### src/include/pdxe_pkg.sv
// constants for the protection and debug exception entry block
package pdxe_pkg;
    // machine state bit positions, bit 0 is msb
    localparam int MSR_EE_POS   = 31 - 16;
    localparam int MSR_ILE_POS  = 31 - 15;
    localparam int MSR_DCMP_POS = 31 - 21;
    localparam int MSR_ME_POS   = 31 - 19;
    localparam int MSR_IP_POS   = 31 - 25;
    localparam int MSR_IR_POS   = 31 - 26;
    localparam int MSR_DR_POS   = 31 - 27;
    localparam int MSR_LE_POS   = 31 - 31;
    // saved state and fault status bit positions
    localparam int SMS_GUARD_POS = 31 - 3;
    localparam int SMS_PROT_POS  = 31 - 4;
    localparam int DFS_PROT_POS  = 31 - 4;
    localparam int DFS_STORE_POS = 31 - 6;
    // saved state masks: low mask keeps bits 16:31 from machine state, debug mask marks old bits cleared
    localparam logic [31:0] SMS_LOW_MASK   = 32'h0000ffff;
    localparam logic [31:0] SMS_DBG_MASK   = 32'h783fffff;
    // vector bases and offsets
    localparam logic [31:0] VEC_BASE_LO    = 32'h00000000;
    localparam logic [31:0] VEC_BASE_HI    = 32'hfff00000;
    localparam logic [31:0] VEC_EMUL       = 32'h00001000;
    localparam logic [31:0] VEC_IPROT      = 32'h00001300;
    localparam logic [31:0] VEC_DPROT      = 32'h00001400;
    localparam logic [31:0] VEC_DBRK       = 32'h00001c00;
    localparam logic [31:0] VEC_IBRK       = 32'h00001d00;
    localparam logic [31:0] VEC_DEV_MASK   = 32'h00001e00;
    localparam logic [31:0] VEC_DEV_NMI    = 32'h00001f00;
    // register bus indices, byte address is index times four
    localparam logic [3:0] REG_SPC  = 4'h0;
    localparam logic [3:0] REG_SMS  = 4'h1;
    localparam logic [3:0] REG_DFS  = 4'h2;
    localparam logic [3:0] REG_DFA  = 4'h3;
    localparam logic [3:0] REG_BRKA = 4'h4;
    localparam logic [3:0] REG_MSR  = 4'h5;
    localparam logic [3:0] REG_CFG  = 4'h6;
    localparam logic [3:0] REG_VEC  = 4'h7;
    localparam int CFG_EN_COMP_POS  = 0;
    localparam int CFG_EXCEPTION_COMPRESSION_POS = 1;
    localparam logic [31:0] MSR_RESET = 32'h00000000;
    // entry states, none or take
    typedef enum logic [2:0]
    {
        PDXE_NONE = 3'h0,
        PDXE_TAKE = 3'h1
    } pdxe_state_t;
endpackage : pdxe_pkg

### src/logic/pdxe_entry.sv
// protection, debug and emulation exception entry unit
`timescale 1ns/10ps
module pdxe_entry
    import pdxe_pkg::*;
(
    input  wire logic        clk,              // core clock
    input  wire logic        resetn,           // async reset, active low
    input  wire logic        fetch_valid,      // fetch reported this cycle
    input  wire logic        fetch_refused,    // protection unit refused
    input  wire logic        fetch_guarded,    // fetch to guarded storage
    input  wire logic [31:0] fetch_pc,         // faulting fetch address
    input  wire logic        data_valid,       // data access reported
    input  wire logic        data_refused,     // data protection refused
    input  wire logic        data_store,       // access is a store
    input  wire logic        data_first,       // first access of the insn
    input  wire logic [31:0] data_ea,          // data effective address
    input  wire logic [31:0] insn_pc,          // current instruction addr
    input  wire logic [31:0] next_pc,          // following instruction addr
    input  wire logic        ibrk_match,       // instruction breakpoint
    input  wire logic        lbrk_match,       // load/store breakpoint
    input  wire logic        periph_brk,       // peripheral breakpoint
    input  wire logic        devport_req,      // maskable port request
    input  wire logic        devport_nmi,      // non-maskable port request
    input  wire logic        unimpl_insn,      // unimplemented optional op
    input  wire logic        align_fault,      // alignment condition
    input  wire logic [3:0]  reg_addr,         // register index
    input  wire logic [31:0] reg_wdata,        // write data
    input  wire logic        reg_wr,           // write strobe
    input  wire logic        reg_rd,           // read strobe
    output logic      [31:0] reg_rdata,        // read data, next cycle
    output logic             redirect,         // fetch redirect pulse
    output logic      [31:0] redirect_addr,    // vector fetch address
    output logic             kill_insn,        // squash faulting insn
    output logic             hold_base_update  // keep update base register
);
    import pdxe_pkg::*;

    logic [31:0] spc_r;
    logic [31:0] sms_r;
    logic [31:0] dfs_r;
    logic [31:0] dfa_r;
    logic [31:0] brka_r;
    logic [31:0] msr_r;
    logic [31:0] vec_r;
    logic [1:0]  cfg_r;
    logic [31:0] rdata_r;
    logic        redirect_r;
    logic        kill_r;
    logic        hold_r;
    logic [31:0] raddr_r;
    // next values, chosen by the continuous selects further down
    logic [31:0] spc_upd_nxt;
    logic [31:0] sms_upd_nxt;
    logic [31:0] dfs_upd_nxt;
    logic [31:0] dfa_upd_nxt;
    logic [31:0] brka_upd_nxt;
    logic [31:0] msr_upd_nxt;
    logic [31:0] vec_upd_nxt;
    logic [1:0]  cfg_upd_nxt;
    logic [31:0] rdata_upd_nxt;
    logic        redirect_upd_nxt;
    logic        kill_upd_nxt;
    logic        hold_upd_nxt;
    logic [31:0] raddr_upd_nxt;

    // sources, priority: debug port nmi, fetch, data, breakpoints, port requests, emulation
    wire fetch_prot_on = msr_r[MSR_IR_POS];
    wire data_prot_on  = msr_r[MSR_DR_POS];
    wire dcmp_on       = msr_r[MSR_DCMP_POS];
    wire ifault = fetch_valid & fetch_prot_on
                & (fetch_refused | fetch_guarded);
    wire dfault = data_valid & data_prot_on & data_refused;
    wire dev_any = devport_req | periph_brk;
    // alignment faults are dropped before execution, never vectored here
    wire unimpl_ok = unimpl_insn & ~align_fault;

    wire take_nmi  = devport_nmi;
    wire take_if   = ~take_nmi & ifault;
    wire take_df   = ~take_nmi & ~take_if & dfault;
    wire take_ib   = ~take_nmi & ~take_if & ~take_df & ibrk_match;
    wire take_lb   = ~take_nmi & ~take_if & ~take_df & ~take_ib & lbrk_match;
    wire take_dev  = ~take_nmi & ~take_if & ~take_df & ~take_ib & ~take_lb
                   & dev_any;
    wire take_emu  = ~take_nmi & ~take_if & ~take_df & ~take_ib & ~take_lb
                   & ~take_dev & unimpl_ok;
    wire take_dbg  = take_nmi | take_ib | take_lb | take_dev;
    wire take_any  = take_if | take_df | take_dbg | take_emu;

    // vector offset by cause
    wire [31:0] vec_off =
        take_nmi ? VEC_DEV_NMI :
        take_if  ? VEC_IPROT   :
        take_df  ? VEC_DPROT   :
        take_ib  ? VEC_IBRK    :
        take_lb  ? VEC_DBRK    :
        take_dev ? VEC_DEV_MASK:
                   VEC_EMUL;
    wire [31:0] vec_base = msr_r[MSR_IP_POS] ? VEC_BASE_HI : VEC_BASE_LO;
    wire [31:0] vec_addr = vec_base | vec_off;

    // saved pc: in decompress mode insn_pc already carries the compressed
    // address, and for fetch faults there any value is allowed
    wire [31:0] spc_nxt =
        take_if  ? fetch_pc :
        take_df  ? insn_pc  :
        take_ib  ? insn_pc  :
        take_lb  ? next_pc  :
        take_emu ? insn_pc  :
                   next_pc;

    // saved state: low half from machine state, bit 30 copied not cleared
    wire [31:0] msr_low = msr_r & SMS_LOW_MASK;
    wire [31:0] sms_if  = msr_low
                        | ({31'h0, fetch_guarded} << SMS_GUARD_POS)
                        | ({31'h0, fetch_refused} << SMS_PROT_POS);
    // debug and emulation keep 0 and 5:9 from old saved state, 16:31 copied, rest cleared
    wire [31:0] sms_dbg = (sms_r & ~SMS_DBG_MASK) | msr_low;
    wire [31:0] sms_nxt =
        take_if ? sms_if :
        take_df ? msr_low :
                  sms_dbg;

    wire [31:0] dfs_nxt = ({31'h0, data_refused} << DFS_PROT_POS)
                        | ({31'h0, data_store} << DFS_STORE_POS);

    // new machine state on entry
    wire dcmp_new = cfg_r[CFG_EN_COMP_POS] & cfg_r[CFG_EXCEPTION_COMPRESSION_POS];
    wire [31:0] msr_entry =
          ({31'h0, msr_r[MSR_IP_POS]}  << MSR_IP_POS)
        | ({31'h0, msr_r[MSR_ME_POS]}  << MSR_ME_POS)
        // exception endian bit itself is cleared, only copied into endian
        | ({31'h0, msr_r[MSR_ILE_POS]} << MSR_LE_POS)
        | ({31'h0, dcmp_new}           << MSR_DCMP_POS);

    wire wr_spc  = reg_wr & (reg_addr == REG_SPC);
    wire wr_sms  = reg_wr & (reg_addr == REG_SMS);
    wire wr_dfs  = reg_wr & (reg_addr == REG_DFS);
    wire wr_dfa  = reg_wr & (reg_addr == REG_DFA);
    wire wr_brka = reg_wr & (reg_addr == REG_BRKA);
    wire wr_msr  = reg_wr & (reg_addr == REG_MSR);
    wire wr_cfg  = reg_wr & (reg_addr == REG_CFG);

    wire [31:0] rd_mux =
        (reg_addr == REG_SPC)  ? spc_r  :
        (reg_addr == REG_SMS)  ? sms_r  :
        (reg_addr == REG_DFS)  ? dfs_r  :
        (reg_addr == REG_DFA)  ? dfa_r  :
        (reg_addr == REG_BRKA) ? brka_r :
        (reg_addr == REG_MSR)  ? msr_r  :
        (reg_addr == REG_CFG)  ? {30'h0, cfg_r} :
        (reg_addr == REG_VEC)  ? vec_r  : 32'h00000000;

    // hardware entry wins over a software write in the same cycle,
    // so software cannot corrupt a save that is being made
    assign spc_upd_nxt =
        take_any ? spc_nxt   :
        wr_spc   ? reg_wdata :
                   spc_r;
    assign sms_upd_nxt =
        take_any ? sms_nxt   :
        wr_sms   ? reg_wdata :
                   sms_r;
    assign msr_upd_nxt =
        take_any ? msr_entry :
        wr_msr   ? reg_wdata :
                   msr_r;
    assign vec_upd_nxt =
        take_any ? vec_addr :
                   vec_r;
    // fault status and address move only on a data fault or a software write
    assign dfs_upd_nxt =
        take_df  ? dfs_nxt   :
        wr_dfs   ? reg_wdata :
                   dfs_r;
    assign dfa_upd_nxt =
        take_df  ? data_ea   :
        wr_dfa   ? reg_wdata :
                   dfa_r;
    assign brka_upd_nxt =
        take_lb  ? data_ea   :
        wr_brka  ? reg_wdata :
                   brka_r;
    assign cfg_upd_nxt =
        wr_cfg   ? reg_wdata[1:0] :
                   cfg_r;
    // read data stands one cycle only, zero otherwise
    assign rdata_upd_nxt =
        reg_rd   ? rd_mux :
                   32'h00000000;
    assign redirect_upd_nxt = take_any;
    // redirect address holds so the pipeline may sample it late
    assign raddr_upd_nxt =
        take_any ? vec_addr :
                   raddr_r;
    assign kill_upd_nxt = align_fault | take_if | take_emu;
    // partial multi-access store: base register left alone
    assign hold_upd_nxt = take_df & data_store & ~data_first;

    // one short register process per state element
    always_ff @(posedge clk or negedge resetn)
    begin
        if (!resetn)
        begin
            spc_r <= 32'h00000000;
        end
        else
        begin
            spc_r <= spc_upd_nxt;
        end
    end

    always_ff @(posedge clk or negedge resetn)
    begin
        if (!resetn)
        begin
            sms_r <= 32'h00000000;
        end
        else
        begin
            sms_r <= sms_upd_nxt;
        end
    end

    always_ff @(posedge clk or negedge resetn)
    begin
        if (!resetn)
        begin
            msr_r <= MSR_RESET;
        end
        else
        begin
            msr_r <= msr_upd_nxt;
        end
    end

    always_ff @(posedge clk or negedge resetn)
    begin
        if (!resetn)
        begin
            vec_r <= 32'h00000000;
        end
        else
        begin
            vec_r <= vec_upd_nxt;
        end
    end

    always_ff @(posedge clk or negedge resetn)
    begin
        if (!resetn)
        begin
            dfs_r <= 32'h00000000;
        end
        else
        begin
            dfs_r <= dfs_upd_nxt;
        end
    end

    always_ff @(posedge clk or negedge resetn)
    begin
        if (!resetn)
        begin
            dfa_r <= 32'h00000000;
        end
        else
        begin
            dfa_r <= dfa_upd_nxt;
        end
    end

    always_ff @(posedge clk or negedge resetn)
    begin
        if (!resetn)
        begin
            brka_r <= 32'h00000000;
        end
        else
        begin
            brka_r <= brka_upd_nxt;
        end
    end

    always_ff @(posedge clk or negedge resetn)
    begin
        if (!resetn)
        begin
            cfg_r <= 2'h0;
        end
        else
        begin
            cfg_r <= cfg_upd_nxt;
        end
    end

    always_ff @(posedge clk or negedge resetn)
    begin
        if (!resetn)
        begin
            rdata_r <= 32'h00000000;
        end
        else
        begin
            rdata_r <= rdata_upd_nxt;
        end
    end

    always_ff @(posedge clk or negedge resetn)
    begin
        if (!resetn)
        begin
            redirect_r <= 1'b0;
        end
        else
        begin
            redirect_r <= redirect_upd_nxt;
        end
    end

    always_ff @(posedge clk or negedge resetn)
    begin
        if (!resetn)
        begin
            raddr_r <= 32'h00000000;
        end
        else
        begin
            raddr_r <= raddr_upd_nxt;
        end
    end

    always_ff @(posedge clk or negedge resetn)
    begin
        if (!resetn)
        begin
            kill_r <= 1'b0;
        end
        else
        begin
            kill_r <= kill_upd_nxt;
        end
    end

    always_ff @(posedge clk or negedge resetn)
    begin
        if (!resetn)
        begin
            hold_r <= 1'b0;
        end
        else
        begin
            hold_r <= hold_upd_nxt;
        end
    end

    assign reg_rdata        = rdata_r;
    assign redirect         = redirect_r;
    assign redirect_addr    = raddr_r;
    assign kill_insn        = kill_r;
    assign hold_base_update = hold_r;
    // unused bit kept for visibility of decompress mode at entry
    wire unused_dcmp = dcmp_on;
endmodule : pdxe_entry

### config.mk
export PLATFORM = sky130hd
export DESIGN_NAME = pdxe_entry
export DESIGN_NICKNAME = d
export VERILOG_FILES = /design/src/include/pdxe_pkg.sv /design/src/logic/pdxe_entry.sv
export SDC_FILE = /design/constraint.sdc
export NUM_CORES = 1
export LEC_CHECK = 0
export BUFFER_PORTS_ARGS = -buffer_cell sky130_fd_sc_hd__buf_4
export CORE_UTILIZATION = 60
export CTS_CLUSTER_SIZE = 20
export DETAILED_ROUTE_END_ITERATION = 12
export GPL_TIMING_DRIVEN = 0
export PLACE_DENSITY = 0.95
export SKIP_CTS_REPAIR_TIMING = 1
export SLEW_MARGIN = 25
export SYNTH_ARGS = -nofsm -noshare
export SYNTH_HDL_FRONTEND = slang
export SYNTH_SLANG_ARGS = --single-unit
### constraint.sdc
create_clock -name clk -period 5.6 [get_ports clk]
set_clock_uncertainty 0.2 [all_clocks]
set_input_delay 1.12 -clock clk [delete_from_list [all_inputs] [get_ports clk]]
set_output_delay 1.12 -clock clk [all_outputs]
set_load 0.01 [all_outputs]
Word-level counts from Yosys, hierarchy flattened
Index checks and enable logic that the tools add are counted.

storage, ports and cells
  register bits = 261
  bits of input ports = 182
  word-level logic and storage cells = 113

cells by class
  eq/ne operators = 7
  mux-type cells = 35
  bitwise gates (word level) = 52
  reduce and logical (&&, ||, !) cells = 7

operator list
  cell                  number
  $mux W32              29
  $mux W12              6
  $or A32 B13 Y32       1
  $or A32 B16 Y32       1
  $or A16 B29 Y29       1
  $or A29 B28 Y29       1
  $or A28 B26 Y28       1
  $and A1 B1 Y1         26
  $eq A4 B3 Y1 const B  4
  $or A13 B1 Y13        1
  $or A13 B11 Y13       1
  $or A7 B13 Y13        1
  $reduce_bool A2 Y1    6
  $or A1 B1 Y1          10
  $eq A4 B2 Y1 const B  2
  $not A1 Y1            8
  $eq A4 B1 Y1 const B  1
  $logic_not A4 Y1      1

Longest topological paths before layout
  word-level depth = 24
  gate-level depth with buffers = 8

Worst setup path after synthesis
Ideal clock, no wire load.

  kind = input port to flip-flop
  start point = in reg_wr
  end point = reg spc_r[15]
  arrival time = 2.385 ns
  data required time = 5.263 ns
  setup slack = 2.878 ns
  stages on the path = 8
  cells stage by stage = buf_2 nor2b_2 and3_1 buf_4 buf_6 mux2_2 o22ai_1 a21oi_1

between the ends
  longest elaborated chain between the ends = 2

ends and longest elaborated chain
  item                          RTL line           source
  from (decl)                   pdxe_entry.sv:28   input wire logic reg_wr,
  $and A1 B1 Y1                 pdxe_entry.sv:135  wire wr_spc = reg_wr & (reg_addr == REG_SPC);
  $reduce_bool A2 Y1 (no line)  n/a
  to (signal assigned)          pdxe_entry.sv:208  spc_r <= spc_upd_nxt;
  to (decl)                     pdxe_entry.sv:38   logic [31:0] spc_r;

Every way passes these cells.
A chain may end at the register's enable or synchronous reset.

Worst setup path after layout
  start point = in fetch_guarded
  end point = reg brka_r[3]

between the ends
  longest elaborated chain between the ends = 13

ends and longest elaborated chain
  item                                            RTL line                                              source
  from (decl)                                     pdxe_entry.sv:10                                      input wire logic fetch_guarded,
  $or A1 B1 Y1 *                                  pdxe_entry.sv:71                                      & (fetch_refused | fetch_guarded);
  $and A1 B1 Y1 *                                 pdxe_entry.sv:71
  $and A1 B1 Y1 *                                 pdxe_entry.sv:78                                      wire take_if = ~take_nmi & ifault;
  $not A1 Y1 *                                    pdxe_entry.sv:79, pdxe_entry.sv:80, pdxe_entry.sv:81
  $and A1 B1 Y1 *                                 pdxe_entry.sv:79, pdxe_entry.sv:80, pdxe_entry.sv:81
  $and A1 B1 Y1                                   pdxe_entry.sv:79                                      wire take_df = ~take_nmi & ~take_if & dfault;
  $not A1 Y1                                      pdxe_entry.sv:80, pdxe_entry.sv:81
  $and A1 B1 Y1 *                                 pdxe_entry.sv:80, pdxe_entry.sv:81
  $and A1 B1 Y1                                   pdxe_entry.sv:80                                      wire take_ib = ~take_nmi & ~take_if & ~take_df & ibrk_match;
  $not A1 Y1                                      pdxe_entry.sv:81                                      wire take_lb = ~take_nmi & ~take_if & ~take_df & ~take_ib & lbrk_match;
  $and A1 B1 Y1 * (2 in a row)                    pdxe_entry.sv:81
  $mux W32 or $reduce_bool A2 Y1 (tied branches)  n/a
  to (signal assigned)                            pdxe_entry.sv:280                                     brka_r <= brka_upd_nxt;
  to (decl)                                       pdxe_entry.sv:42                                      logic [31:0] brka_r;

Every way passes the cells marked *; elsewhere a longest branch is shown, timed or not.

==> results.sh <==
export IMPL_status="finished clean"
export IMPL_synthCells=1181
export IMPL_finalInstanceArea_sq_um=14900
export IMPL_crit_arrival_ns=3.24
export IMPL_crit_chain="buf_4 > o211ai_2 > nand3_2 > nor3b_4 > clkbuf_1 > o21ai_0"
export IMPL_finalHoldViolCount=0
export IMPL_fin_nets=1636
export IMPL_worst_ir_drop_vdd_v=0.000211
export IMPL_swShare_pct=26.7
export IMPL_async_flop_share_pct=100
export IMPL_die_h_um=143
export IMPL_p_seq_share_pct=47.4
export IMPL_cp_max_fo=10
export IMPL_start_kind="input port"
export IMPL_pwr_share_comb_pct=15.5
export IMPL_grt_pass1_wl_um=63200
export IMPL_place_inst=1693
export IMPL_rsz0062_at_grt="no"
export IMPL_vias_per_cell=6.63
export IMPL_cts_sinks=235
export IMPL_routed_wl_um=42300
export IMPL_htreeDepth=1
export IMPL_grt_max_degree=94
export IMPL_hold_class="in2async"
export IMPL_placed_area_sq_um=14200
export IMPL_critPathBufInv=2
export IMPL_globalplace_congestion=0.986
export IMPL_post_layout_nonfiller_instances=1736
export IMPL_place_ws_ns=2.08
export IMPL_clock_root_buffer="clkbuf_16"
export IMPL_final_common_cell="buf_4"
export IMPL_p_per_area_nw_per_um2=282
export IMPL_remaining_drc_errors=0
export IMPL_dieArea_sq_um=20600
export IMPL_min_period_ns=3.09
export IMPL_fillers=1268
export IMPL_cts_tree="built"
export IMPL_syn_to_final_growth_pct=24.4
export IMPL_synthFlopType="dfrtp_1"
export IMPL_post_dp_hpwl_um=28900
export IMPL_grt_pass1_vias=11684
export IMPL_synth_area_sq_um=12000
export IMPL_layout_drive_gt1_share_pct=26.9
export IMPL_synth_seq_cells=235
export IMPL_via_count=11501
export IMPL_worst_setup_path_end_kind="flop"
export IMPL_synth_edf_count=0
export IMPL_leakage_nw=7.13
export IMPL_maxSlewViolCount=0
export IMPL_cp_top_family="simple AND/OR/NAND/NOR gates"
export IMPL_slew_headroom_pct=34.6
export IMPL_clk_latency_ns=0.53
export IMPL_gr_total_overflow=0
export IMPL_fmaxAchievable_mhz=324
export IMPL_worstSetupPathType="in2reg"
export IMPL_core_sq_um=19500
export IMPL_postLayoutSetupSlackWorst_ns=2.51
export IMPL_first_pass_iters=6
export IMPL_wire_per_inst_um=24.4
export IMPL_yosysSeqAreaShare_pct=49.0
export IMPL_start_util_pct=61.4
export IMPL_cts_buffers=24
export IMPL_final_cell_mix="buf_4, dfrtp_1, nand2_1"
export IMPL_cp_required_ns=5.76
export IMPL_clk_path_buf_depth=3
export IMPL_pwr_share_clk_pct=37.1
export IMPL_setup_tns_ns=0
export IMPL_yosysWarnings=0
export IMPL_max_cap_violations=0
export IMPL_slowest_delay_ns=0.63
export IMPL_grt_usage_pct=41.3
export IMPL_slowest_stage="clkbuf_1"
export IMPL_syn_area_per_cell_sq_um=10.2
export IMPL_ios=249
export IMPL_fin_crit_sh_pct=55.1
export IMPL_die_x_um=143
export IMPL_ant_nets=0
export IMPL_yosysUniqueCellTypes=53
export IMPL_numPortBuffers=231
export IMPL_setup_viol=0
export IMPL_antenna_found_initial=0
export IMPL_p_int_mw=3.09
export IMPL_p_switching_mw=1.12
export IMPL_rows=51
export IMPL_drt_initial_drc_count=1427
export IMPL_postLayoutCoreUtil_pct=76.4
export IMPL_tightestPinTransition_ns=0.974
export IMPL_clk_pin_slew_worst_paths_ns=0.06
==> synth_stat cells (all sizes together), types with 3 or more instances <==
master | n | area share, %
dfrtp | 235 | 49
nand2 | 206 | 6.5
mux2i | 153 | 13
o21ai | 98 | 4.1
a21oi | 87 | 3.6
buf | 87 | 4.8
o22ai | 56 | 2.9
a22o | 38 | 2.8
mux2 | 38 | 3.6
clkbuf | 30 | 0.94
nor2 | 25 | 0.85
a31oi | 18 | 0.94
o21a | 16 | 1.0
nor2b | 12 | 0.65
a221oi | 11 | 0.80
a22oi | 8 | 0.50
nand2b | 8 | 0.42
nand3 | 6 | 0.38
nor3 | 6 | 0.48
inv | 5 | 0.16
a32oi | 4 | 0.29
and2 | 4 | 0.21
and3 | 4 | 0.21
nor4 | 4 | 0.33
a211oi | 3 | 0.19
nand3b | 3 | 0.19
==> stage by stage <==
step                      hold WS, ns  power, mW
final                           0.305       4.21
after global routing            0.314       4.33
after CTS                       0.304       4.19
after detailed placement        0.281       2.65
after global placement          0.283       2.61
after floorplan                 0.266       2.33
==> final timing paths <==
kind	from	endpoint	slack (ns)	cells after the start
min in group clk	sms_r[25]$_DFFE_PN0P_	sms_r[25]$_DFFE_PN0P_	0.31	1
worst max register to register	msr_r[4]$_DFFE_PN0P_	brka_r[3]$_DFFE_PN0P_	2.77	5
worst max-delay path	fetch_guarded	brka_r[3]$_DFFE_PN0P_	2.51	6
max in group asynchronous	resetn	msr_r[9]$_DFFE_PN0P_	4.05	2
worst min-delay path	resetn	reg_rdata[24]$_DFF_PN0_	0.31	1
worst min register to register	sms_r[25]$_DFFE_PN0P_	sms_r[25]$_DFFE_PN0P_	0.31	1
==> logic make-up (layout without fill, tap and decap cells) <==
family | Yosys count | count (layout) | share of synthesized area (%)
other | 1 | 16 | 0.0313
multiplexers | 191 | 191 | 16.3
flip-flops | 235 | 235 | 49.0
AO/OA/AOI/OAI | 346 | 346 | 17.7
AND/OR/NAND/NOR | 286 | 286 | 11.0
buffers and inverters | 122 | 397 | 5.90
==> state kept, by name (all words and copies together) (netlist names), 2 cells and up <==
register and count:
reg_rdata 32, dfa_r 32, sms_r 32, dfs_r 32
msr_r 32, cfg_r 2, brka_r 32, spc_r 32
vec_r 6
==> routing by layer <==
layer  share of wire [%]  GRT usage, %
met1                  34          50.3
met2                  46          64.4
met3                  13          10.8
met4                 7.0          28.9
met5                   0             0
==> power by group through the flow <==
stage               Clock, mW  Combinational (mW)  Sequential [mW]
CTS                      1.55               0.639             1.99
finish                   1.56               0.653             2.00
floorplan                   0               0.348             1.99
detailed placement          0               0.633             2.02
global route             1.62               0.701             2.01
global placement            0               0.600             2.01
==> layout make-up <==
| type | instances | area [sq um] | area share, % |
|---|---|---|---|
| repair buffers | 233 | 1800 | 12.0 |
| clock buffers | 33 | 676 | 4.53 |
| multi-input cells | 838 | 5460 | 36.6 |
| well taps | 265 | 332 | 2.22 |
| plain buffers | 117 | 688 | 4.61 |
| diodes | 1 | 2.50 | 0.0168 |
| flip-flops and latches | 235 | 5880 | 39.4 |
| inverters | 5 | 18.8 | 0.126 |
| clock inverters | 9 | 70.1 | 0.470 |
Power figures use the tool's default switching activity.
